### src/trace_pkg.sv
// Constants and carrier types for the trace buffer format and read-out block.
// Assumes a 10 MHz system clock and an APB master with 32-bit data.
// How it works
// RULE_01 - Normal/loop rows: bit 3 is 0 for a source and 1 for a destination.
// RULE_02 - Bit 2 marks vector destinations; a vector row also sets the destination bit.
// RULE_03 - Normal/loop rows: bits 1 and 0 hold address bits 17 and 16.
// RULE_04 - Compressed row with code 00 holds a full 18-bit base address.
// RULE_05 - Codes 01, 10, 11 hold one, two, three 6-bit offsets from base.
// RULE_06 - A new base is stored whenever address bits 17:6 leave the base range.
// RULE_07 - Compressed mode always writes a base into line 0, also after wrapping.
// RULE_08 - Reads work only when disarmed, source selected and not secured.
// RULE_09 - Arming locks reads; an aligned word write to data register unlocks.
// RULE_10 - Only aligned word reads of the data register; others return 0, no step.
// RULE_11 - Lines come out oldest first; the valid-line count never decrements on reads.
// RULE_12 - After a session the read pointer is line 0, or oldest line after wrap.
// RULE_13 - Buffer-full flag reports that writing has wrapped round.
// RULE_14 - Reader decodes the oldest wrapped compressed line from its code bits.
// RULE_15 - Aligned word write to the high data address restarts reading at oldest.
// RULE_16 - First word of a line gives fields 1,0; second gives field 2 in bits 3:0.
// RULE_17 - Reads while armed give invalid data and leave the pointer alone.
// RULE_18 - System reset keeps contents, count and pointers; unlock finds oldest. Code resets the read pointer to line 0 and keeps head.
// RULE_19 - With the source select clear, reads return all zeroes.
// RULE_20 - Contents and count need no power-on initialisation.
// RULE_21 - Reader restarts flow reconstruction at the first base after the pointer.
// RULE_22 - Compressed rows are two code bits then eighteen address bits.
// RULE_23 - Detail mode stores address then data lines; count steps twice.
// RULE_24 - Read pointer steps after both words of a line, wrapping at the end.
package trace_pkg;

  // ------------------------------------------------------------
  // Register map
  // ------------------------------------------------------------
  localparam logic [7:0] CTRL_OFS = 8'h00;
  localparam logic [7:0] TRACE_DATA_OFS = 8'h04;
  localparam logic [7:0] TRACE_DATA_HIGH_OFS = 8'h08;
  localparam logic [7:0] TRACE_COUNT_OFS = 8'h0C;

  // Control register fields
  localparam int ARM_BIT = 0;
  localparam int TSRC_BIT = 1;
  localparam int MODE_LSB = 2;
  // Count register fields
  localparam int FULL_BIT = 7;
  localparam int LOCKED_BIT = 8;

  // ------------------------------------------------------------
  // Buffer geometry
  // ------------------------------------------------------------
  localparam int LINES = 64;
  localparam int ROW_W = 20;
  localparam logic [5:0] LAST_LINE = 6'h3F;
  localparam logic [6:0] FULL_COUNT = 7'h40;
  localparam logic [1:0] CODE_BASE = 2'h0;
  localparam logic [1:0] CODE_ONE = 2'h1;
  localparam logic [1:0] CODE_TWO = 2'h2;
  localparam logic [1:0] CODE_THREE = 2'h3;

  // Reset values
  localparam logic [5:0] RPTR_RST = 6'h00;
  localparam logic [1:0] MODE_RST = 2'h0;

  typedef enum logic [1:0] {
    MODE_NORMAL,
    MODE_LOOP,
    MODE_DETAIL,
    MODE_COMPRESSED
  } trace_mode_t;

  // ------------------------------------------------------------
  // Carriers
  // ------------------------------------------------------------
  typedef struct packed {
    logic psel;
    logic penable;
    logic pwrite;
    logic [7:0] paddr;
    logic [31:0] pwdata;
    logic [3:0] pstrb;
  } apb_req_t;

  typedef struct packed {
    logic valid;
    logic [17:0] pc;
    logic dest;
    logic vector;
    logic size_byte;
    logic read;
    logic [15:0] data;
  } trace_evt_t;

endpackage

### src/trace_buffer_format_readout.sv
// Trace buffer: row formatting for all trace modes, compressed PC encoding,
// and the locked, word-wise APB read path.
// Assumes trace events and APB signals are synchronous to CLK_I.
//
// Implementation choices: the APB slave port and the register offsets.
`timescale 1ns/10ps
module trace_buffer_format_readout
  import trace_pkg::*;
(
  input wire logic CLK_I,
  input wire logic RST_I,
  input wire apb_req_t APB_I,
  input wire trace_evt_t TRACE_I,
  input wire logic DISARM_I,
  input wire logic SECURE_I,
  output logic PREADY_O,
  output logic [31:0] PRDATA_O,
  output logic PSLVERR_O,
  output logic ARMED_O
);

  typedef struct packed {
    logic arm;
    logic tsrc;
    trace_mode_t mode;
    logic unlocked;
    logic [5:0] rptr;
    logic half;
    logic [5:0] head;
    logic [6:0] cnt;
    logic full;
    logic base_valid;
    logic [11:0] base_hi;
    logic [1:0] inc_cnt;
    logic [17:0] open_row;
    logic dpend;
    logic [15:0] ddata;
    logic last_valid;
    logic [17:0] last_pc;
    logic pready;
    logic [31:0] prdata;
    logic pslverr;
  } state_t;

  state_t s_reg;
  state_t s_next;
  logic [ROW_W-1:0] mem [LINES];
  logic we;
  logic [5:0] waddr;
  logic [ROW_W-1:0] wdata;

  function automatic logic [5:0] line_inc(input logic [5:0] p);
    line_inc = (p == LAST_LINE) ? 6'h00 : p + 6'h01;
  endfunction

  function automatic logic [5:0] oldest_line(input state_t s);
    oldest_line = s.full ? s.head : RPTR_RST;
  endfunction

  // ------------------------------------------------------------
  // Next state
  // ------------------------------------------------------------
  logic new_line;
  logic need_base;
  logic access;
  logic done;
  logic word_wr;
  logic read_ok;
  logic [ROW_W-1:0] rd_row;
  logic [31:0] rd_val;

  always_comb begin
    s_next = s_reg;
    we = 1'b0;
    waddr = s_reg.head;
    wdata = '0;
    new_line = 1'b0;
    need_base = 1'b0;
    rd_row = mem[s_reg.rptr];
    rd_val = 32'h0000_0000;
    access = APB_I.psel && APB_I.penable;
    done = access && s_reg.pready;
    word_wr = APB_I.pwrite && (APB_I.paddr[1:0] == 2'h0) && (APB_I.pstrb == 4'hF);
    read_ok = !s_reg.arm && s_reg.tsrc && !SECURE_I && s_reg.unlocked; // see RULE_08

    // ----------------------------------------------------------
    // Trace capture
    // ----------------------------------------------------------
    if (s_reg.arm) begin
      case (s_reg.mode)
        MODE_NORMAL, MODE_LOOP: begin
          if (TRACE_I.valid && !(s_reg.mode == MODE_LOOP && !TRACE_I.dest
              && s_reg.last_valid && TRACE_I.pc == s_reg.last_pc)) begin
            we = 1'b1;
            new_line = 1'b1;
            // Vector rows force the destination bit
            wdata = {TRACE_I.dest | TRACE_I.vector, TRACE_I.vector, // see RULE_01 see RULE_02
                     TRACE_I.pc[17:16], TRACE_I.pc[15:0]}; // see RULE_03
            s_next.last_valid = 1'b1;
            s_next.last_pc = TRACE_I.pc;
          end
        end
        MODE_DETAIL: begin
          // Address line then data line, one line per cycle
          if (s_reg.dpend) begin
            we = 1'b1;
            new_line = 1'b1; // see RULE_23
            wdata = {4'h0, s_reg.ddata};
            s_next.dpend = 1'b0;
          end else if (TRACE_I.valid) begin
            we = 1'b1;
            new_line = 1'b1; // see RULE_23
            wdata = {TRACE_I.size_byte, TRACE_I.read, TRACE_I.pc};
            s_next.dpend = 1'b1;
            s_next.ddata = TRACE_I.data;
          end
        end
        MODE_COMPRESSED: begin
          if (TRACE_I.valid) begin
            need_base = !s_reg.base_valid || (TRACE_I.pc[17:6] != s_reg.base_hi); // see RULE_06
            if (need_base || (s_reg.inc_cnt == 2'h0 && s_reg.head == 6'h00)) begin
              // Base row, also forced whenever line 0 is started
              we = 1'b1;
              new_line = 1'b1;
              wdata = {CODE_BASE, TRACE_I.pc}; // see RULE_04 see RULE_07 see RULE_22
              s_next.base_valid = 1'b1;
              s_next.base_hi = TRACE_I.pc[17:6];
              s_next.inc_cnt = 2'h0;
            end else if (s_reg.inc_cnt == 2'h0) begin
              we = 1'b1;
              new_line = 1'b1;
              s_next.open_row = {12'h000, TRACE_I.pc[5:0]};
              wdata = {CODE_ONE, 12'h000, TRACE_I.pc[5:0]}; // see RULE_05
              s_next.inc_cnt = 2'h1;
            end else if (s_reg.inc_cnt == 2'h1) begin
              // Open line sits just behind head
              we = 1'b1;
              waddr = s_reg.head - 6'h01;
              s_next.open_row = {6'h00, TRACE_I.pc[5:0], s_reg.open_row[5:0]};
              wdata = {CODE_TWO, 6'h00, TRACE_I.pc[5:0], s_reg.open_row[5:0]}; // see RULE_05
              s_next.inc_cnt = 2'h2;
            end else begin
              we = 1'b1;
              waddr = s_reg.head - 6'h01;
              wdata = {CODE_THREE, TRACE_I.pc[5:0], s_reg.open_row[11:0]}; // see RULE_05
              s_next.inc_cnt = 2'h0;
            end
          end
        end
        default: begin
          we = 1'b0;
        end
      endcase
    end

    if (new_line) begin
      s_next.head = line_inc(s_reg.head);
      if (s_reg.head == LAST_LINE) begin
        s_next.full = 1'b1; // see RULE_13
      end
      if (s_reg.cnt != FULL_COUNT) begin
        s_next.cnt = s_reg.cnt + 7'h01;
      end
    end

    if (DISARM_I) begin
      s_next.arm = 1'b0;
    end

    // ----------------------------------------------------------
    // Read data for the access phase
    // ----------------------------------------------------------
    // Word decode, so a misaligned data read reaches its own refusal
    case ({APB_I.paddr[7:2], 2'h0})
      CTRL_OFS: rd_val = {28'h0, s_reg.mode, s_reg.tsrc, s_reg.arm};
      TRACE_DATA_OFS: begin
        if (APB_I.paddr[1:0] != 2'h0 || !s_reg.tsrc) begin
          rd_val = 32'h0000_0000; // see RULE_10 see RULE_19
        end else if (s_reg.arm) begin
          rd_val = {12'h000, rd_row}; // see RULE_17
        end else if (read_ok) begin
          rd_val = s_reg.half ? {28'h0, rd_row[19:16]} // see RULE_16
                              : {16'h0, rd_row[15:0]};
        end
      end
      TRACE_DATA_HIGH_OFS: rd_val = 32'h0000_0000;
      TRACE_COUNT_OFS: begin
        rd_val = {23'h0, !s_reg.unlocked, s_reg.full, s_reg.cnt}; // see RULE_11 see RULE_13
      end
      default: rd_val = 32'h0000_0000;
    endcase

    // ----------------------------------------------------------
    // APB slave: answer one cycle into the access phase
    // ----------------------------------------------------------
    s_next.pready = 1'b0;
    s_next.pslverr = 1'b0;
    if (access && !s_reg.pready) begin
      s_next.pready = 1'b1;
      s_next.prdata = APB_I.pwrite ? 32'h0000_0000 : rd_val;
      // Only the four words are mapped; low address bits alone never error
      s_next.pslverr = (APB_I.paddr[7:4] != 4'h0);
    end

    if (done && APB_I.pwrite) begin
      case (APB_I.paddr)
        CTRL_OFS: begin
          if (APB_I.pstrb[0]) begin
            s_next.tsrc = APB_I.pwdata[TSRC_BIT];
            s_next.mode = trace_mode_t'(APB_I.pwdata[MODE_LSB +: 2]);
            s_next.arm = APB_I.pwdata[ARM_BIT];
            if (APB_I.pwdata[ARM_BIT] && !s_reg.arm) begin
              // New session: lock reads and restart recording
              s_next.unlocked = 1'b0; // see RULE_09
              s_next.head = 6'h00;
              s_next.cnt = 7'h00;
              s_next.full = 1'b0;
              s_next.base_valid = 1'b0;
              s_next.inc_cnt = 2'h0;
              s_next.dpend = 1'b0;
              s_next.last_valid = 1'b0;
            end
          end
        end
        TRACE_DATA_OFS: begin
          if (word_wr && !s_reg.arm) begin
            s_next.unlocked = 1'b1; // see RULE_09
            s_next.rptr = oldest_line(s_reg); // see RULE_12 see RULE_18
            s_next.half = 1'b0;
          end
        end
        TRACE_DATA_HIGH_OFS: begin
          if (word_wr && !s_reg.arm) begin
            s_next.rptr = oldest_line(s_reg); // see RULE_15
            s_next.half = 1'b0;
          end
        end
        default: begin
          s_next.half = s_reg.half;
        end
      endcase
    end

    if (done && !APB_I.pwrite && APB_I.paddr == TRACE_DATA_OFS && read_ok) begin
      // Second word of a line moves on to the next line
      s_next.half = !s_reg.half;
      if (s_reg.half) begin
        s_next.rptr = line_inc(s_reg.rptr); // see RULE_24 see RULE_11
      end
    end
  end

  // ------------------------------------------------------------
  // Registers
  // ------------------------------------------------------------
  always_ff @(posedge CLK_I) begin
    if (RST_I) begin
      s_reg <= s_next;
      s_reg.arm <= 1'b0;
      s_reg.tsrc <= 1'b0;
      s_reg.mode <= trace_mode_t'(MODE_RST);
      s_reg.unlocked <= 1'b0;
      s_reg.rptr <= RPTR_RST;
      s_reg.half <= 1'b0;
      // Head, count and full flag survive a system reset
      s_reg.head <= s_reg.head; // see RULE_18
      s_reg.cnt <= s_reg.cnt; // see RULE_18
      s_reg.full <= s_reg.full;
      s_reg.base_valid <= 1'b0;
      s_reg.base_hi <= 12'h000;
      s_reg.inc_cnt <= 2'h0;
      s_reg.open_row <= 18'h00000;
      s_reg.dpend <= 1'b0;
      s_reg.ddata <= 16'h0000;
      s_reg.last_valid <= 1'b0;
      s_reg.last_pc <= 18'h00000;
      s_reg.pready <= 1'b0;
      s_reg.prdata <= 32'h0000_0000;
      s_reg.pslverr <= 1'b0;
    end else begin
      s_reg <= s_next;
    end
  end

  // Buffer RAM is never cleared
  always_ff @(posedge CLK_I) begin
    if (we && !RST_I) begin
      mem[waddr] <= wdata; // see RULE_20
    end
  end

  assign PREADY_O = s_reg.pready;
  assign PRDATA_O = s_reg.prdata;
  assign PSLVERR_O = s_reg.pslverr;
  assign ARMED_O = s_reg.arm;

endmodule

### config.mk
export PLATFORM = sky130hd
export DESIGN_NAME = trace_buffer_format_readout
export DESIGN_NICKNAME = d
export VERILOG_FILES = /design/src/trace_pkg.sv /design/src/trace_buffer_format_readout.sv
export SDC_FILE = /design/constraint.sdc
export NUM_CORES = 2
export LEC_CHECK = 0
export BUFFER_PORTS_ARGS = -buffer_cell sky130_fd_sc_hd__buf_2
export CORE_MARGIN = 2
export CORE_UTILIZATION = 40
export DETAILED_ROUTE_END_ITERATION = 6
export GPL_ROUTABILITY_DRIVEN = 0
export HOLD_SLACK_MARGIN = 0.02
export SLEW_MARGIN = 15
export SYNTH_ARGS = -nofsm -noshare
export SYNTH_HDL_FRONTEND = slang
export SYNTH_SLANG_ARGS = --single-unit
### constraint.sdc
create_clock -name CLK_I -period 9.1 [get_ports CLK_I]
set_input_delay 1.365 -clock CLK_I [delete_from_list [all_inputs] [get_ports CLK_I]]
set_output_delay 1.365 -clock CLK_I [all_outputs]
set_load 0.005 [all_outputs]
# Word-level counts from Yosys, hierarchy flattened
# Memories as Yosys holds them, arrays and structs flattened. A register that Yosys moved wholly into a read port is not among the register bits.
# Index checks and enable logic that the tools add are counted.
# W data, S select, Z words.
# totals
reg_bits	129
mem_bits_rw	1280
inputBits	90
out_inout_bits	35
word_cells	187
mem_count	1
# mem_list
memory	words	width	rd	rd_clocked_by_memory_dff	wr	line_no	source
mem	64	20	1	1	1	trace_buffer_format_readout.sv:47	logic [ROW_W-1:0] mem [LINES];
# op_classes
n_addsub	4
n_eq_ne	19
muxes	82
bitwise_logic	4
n_reduce_logical	56
# ops
op	count
$mux W20	10
$pmux W20 S3	2
$mux W69	1
$mux W33	2
$mux W6	10
$mux W19	3
$mux W16	3
$mux W15	3
$mux W18	2
$mux W17	2
$mux W34	1
$mux W32	1
$mux W27	1
$mux W1	22
$mux W7	3
$logic_and A1 B1 Y1	20
$eq A18 B18 Y1	1
$reduce_and A5 Y1	3
$mux W14	1
$mux W13	1
$add A6 B1 Y6 const B	2
$eq A6 B6 Y1 const B	2
$logic_not A6 Y1	2
$mux W2	6
32 further kinds	61

# Depth between registers and ports, before layout
# depth
depth_word	17
mapped_depth	11
mapped_depth_nobuf	9

# Worst setup path before layout
# No wires, ideal clock.
# synth_path
path_type	input-to-reg
startpoint	input port TRACE_I[33] (netlist bit)
endpoint	memory mem[0][10], data pin
setup_time_ps	681
arrival_ps	5671
required_time_ps	8419
path_slack_ps	2748
path_stages	9
n_path_buf	2
cell_sequence	clkbuf_1 xnor2_1 nand4_1 nor4_2 nand2_1 clkbuf_1 mux2_2 a21oi_1 nor3_1
# synth_via
elab_chain_cells	7
elab_cells_between_ends	12
classes_between	eq/ne (2); mux (5); reduce/logical (5)
# synth_lines
element	line_no	source
start, declared	trace_buffer_format_readout.sv:13	input wire trace_evt_t TRACE_I,
$ne A12 B12 Y1 or $eq A18 B18 Y1 (tied branches)	trace_buffer_format_readout.sv:120, trace_buffer_format_readout.sv:93	
$logic_or A1 B1 Y1 or $logic_and A1 B1 Y1 (tied branches)	trace_buffer_format_readout.sv:120, trace_buffer_format_readout.sv:93	
$logic_or A1 B1 Y1 or $logic_not A1 Y1 (tied branches)	trace_buffer_format_readout.sv:121, trace_buffer_format_readout.sv:92	
$mux W20 or $logic_and A1 B1 Y1 (tied branches)	trace_buffer_format_readout.sv:121, trace_buffer_format_readout.sv:92	
$mux W20, on equally long branches	trace_buffer_format_readout.sv:119, trace_buffer_format_readout.sv:92	
$pmux W20 S3 *	trace_buffer_format_readout.sv:90	case (s_reg.mode)
$mux W20 *	trace_buffer_format_readout.sv:89	if (s_reg.arm) begin
named net wdata[10]	trace_buffer_format_readout.sv:50	logic [ROW_W-1:0] wdata;
end, declared	trace_buffer_format_readout.sv:47	
# Mark *: on every way through the listed nets, which the timed path passes. The rest lies on a longest branch.

# Final worst setup path
# layout_path
startpoint	register s_reg[89] (netlist bit)
endpoint	memory mem[51][18], enable pin
# layout_via
elab_chain_cells	7
elab_cells_between_ends	8
classes_between	mux (5); reduce/logical (3)
# layout_lines
element	line_no	source
start, declared	trace_buffer_format_readout.sv:45	state_t s_reg;
start signal, assigned	trace_buffer_format_readout.sv:258	s_reg <= s_next;
start signal, assigned	trace_buffer_format_readout.sv:281	s_reg <= s_next;
$logic_not A2 Y1 *	trace_buffer_format_readout.sv:121, trace_buffer_format_readout.sv:129	
$logic_and A1 B1 Y1	trace_buffer_format_readout.sv:121	if (need_base || (s_reg.inc_cnt == 2'h0 && s_reg.head == 6'h00)) begin
$logic_or A1 B1 Y1	trace_buffer_format_readout.sv:121	
$mux W6 *	trace_buffer_format_readout.sv:121	
$mux W6 *	trace_buffer_format_readout.sv:119	if (TRACE_I.valid) begin
$mux W6 *	trace_buffer_format_readout.sv:90	
$mux W6 *	trace_buffer_format_readout.sv:89	
# Every way passes the cells marked *; elsewhere a longest branch is shown, timed or not.

==> flow_summary.toml <==
[worst_setup_path]
cpMaxStageDelayCell = "nor2_4"
cp-start-kind = "flop"
crit_chain = "or2_1 -> nand3_1 -> or4_1 -> or4_4 -> a2111oi_4 -> o21ai_1 -> nor2_4"
worstPathMaxFanout = 22
endpoint_kind = "flop"
worstPathRequired_ps = 9460
crit_type = "reg2reg"
cpPeakStageDelay_ps = 890
arrival_ps = 5480
r2r_cells = 7

[detailed_routing]
wirelength_mm = 136
drc = 0
drtIter0Drc = 2879
first_pass_iters = 7
via_per_inst = 5.77
vias = 28300
wire_per_inst_um = 27.7
ant_nets = 0

[layout]
final_cell_count_no_fill = 4912
fin_nets = 3102
nFillCells = 11400
area_delta_synth_final_pct = 13.8
drive_above_1_share = 0.279
largest_reg_flops = 1280
final_area_um2 = 62900
multi_input_area_um2 = 13900
regArea_um2 = 40800

[die]
num_rows = 136
io-pin-count = 125
die_height_um = 376
start_util = 0.402
dieArea_um2 = 141000
die_w_um = 376
core_area_um2 = 137000

[timing]
fin_tns_setup_ps = 0
drv_slew = 0
finalSetupViolations = 0
hold_viol = 0
rsz0062_at_grt = "false"
timing.fmax_mhz = 195
final.setup_skew_ps = 29.0
relSlewSlack = 0.225
tightestPinTransition_ps = 1160
fin_crit_ps = 5120
period_share = 0.563

[clock_tree]
h-tree-depth = 4
clk_pin_slew_ps = 60
cts-buffers-inserted = 139
clock-root-buffer = "clkbuf_16"
cts_sinks = 1391
post_cts_buffers = 0
clock_path_buffers = 3
cts_tree = "yes"
clk_latency_ps = 740
cts.repair.resized = 0
hold_buffers = 0

[synth]
ys_ff_latch = 1391
async_reset_ff_frac = 0
ys_seq_area_frac = 0.739
synth-main-ff-cell = "edfxtp_1"
synth_edf_count = 1294
synth_warnings = 0
yosysUniqueCellTypes = 68
syn_avg_cell_area_um2 = 19.4
syn_inst = 2853
synth_area_um2 = 55200

[global_route]
grt_pass1_vias = 28400
grt_overflow = 0
grt_pass1_wl_mm = 196
grt_max_degree = 127
antenna_found_initial = 4
grt_usage = 0.192

[hold_path]
hold_depth = 1
hp-class = "reg2reg"

[placed_design]
placed_cells = 4660
io_buffers = 84
placed_area_um2 = 58300
dp_hpwl_mm = 79.7

[run_status]
status = "finished, final reports clean"

[power]
p_per_area_nw_per_um2 = 202
peakVddDrop_uv = 124
leakage_uw = 0.0164

[run]
cap_violations = 0
critical path: cells and delay by family (launching register included):
kind / cells / cell delay, ps
compound gates: 2 / 1230
simple gates: 5 / 2700
flops: 1 / 770
per-layer routing:
metal  vias up  GRT usage  wire [um]
met5         -          0          0
met4         0     0.0596       3930
met3       223     0.0378      11200
met2      1239      0.305      64800
met1     14900      0.269      56000
li1      11900          -          -
worst paths after layout:
| check | startpoint | endpoint | slack (ps) |
|---|---|---|---|
| setup / recovery | s_reg[89] | mem[51][18] | 3980 |
| hold / removal | PRDATA_O[16] | PRDATA_O[16] | 450 |
| setup reg to reg | s_reg[89] | mem[51][18] | 3980 |
| hold reg to reg | PRDATA_O[16] | PRDATA_O[16] | 450 |
metrics by stage:
| stage | total power (uW) | util | hold WS (ps) | setup WS (ps) |
|---|---|---|---|---|
| 2_1_floorplan | 7070 | - | 426 | 2750 |
| 3_3_place_gp | 7110 | 0.425 | 448 | 3210 |
| 3_5_place_dp | 7120 | 0.425 | 449 | 3300 |
| 4_1_cts | 12800 | 0.458 | 462 | 4070 |
| 5_1_grt | 13000 | 0.458 | 481 | 3890 |
| 6_report | 12700 | 0.458 | 455 | 3980 |
synth_stat cells, drive strengths merged, types with 19 or more instances:
| cell | n | area share |
|---|---|---|
| nor3 | 32 | 0.0030 |
| xor2 | 19 | 0.0030 |
| nand3 | 28 | 0.0025 |
| nand2 | 146 | 0.0099 |
| o21ai | 35 | 0.0032 |
| a22oi | 38 | 0.0052 |
| buf | 94 | 0.0090 |
| mux2i | 76 | 0.014 |
| xnor2 | 24 | 0.0038 |
| nor2 | 185 | 0.013 |
| edfxtp | 1294 | 0.70 |
| a21oi | 96 | 0.0087 |
| clkbuf | 94 | 0.0064 |
| mux4 | 366 | 0.15 |
| dfxtp | 97 | 0.035 |
where the power goes:
group / internal, uW / switching (uW)
Combinational: 29.5 / 61.4
Clock: 3350 / 2360
Sequential: 6880 / 9.36
Total: 10300 / 2430
placed cells by master (no fill, tap or decap), drive strengths merged, types with 15 or more instances in the layout:
master	instances
clkinv	51
o21ai	35
nor3	32
a22oi	38
mux4	366
bufinv	15
edfxtp	1294
xnor2	24
mux2i	76
nand3	28
a21oi	96
buf	190
xor2	19
nor2	185
clkbuf	175
nand2	146
dfxtp	97
inv	22
layout make-up:
cell class / instances / share of cell area
repair buffers: 190 / 0.0203
clock inverters: 76 / 0.0125
clock buffers: 175 / 0.0597
inverters: 17 / 0.00101
well taps: 1794 / 0.0357
flip-flops and latches: 1391 / 0.649
diodes: 1 / 0.0000398
multi-input cells: 1268 / 0.222
kinds of logic after synthesis:
kind of cell,Yosys count,share of synthesized area
AOI/OAI and AO/OA,269,0.0321
xor gates and xnor gates,43,0.00682
adders and majority gates,5,0.00113
buffers and inverters,205,0.0166
DFF,1391,0.739
muxes,453,0.165
other,1,0.0000679
and+or+nand+nor,486,0.0396
No activity file was read; power rests on OpenSTA's default activity.
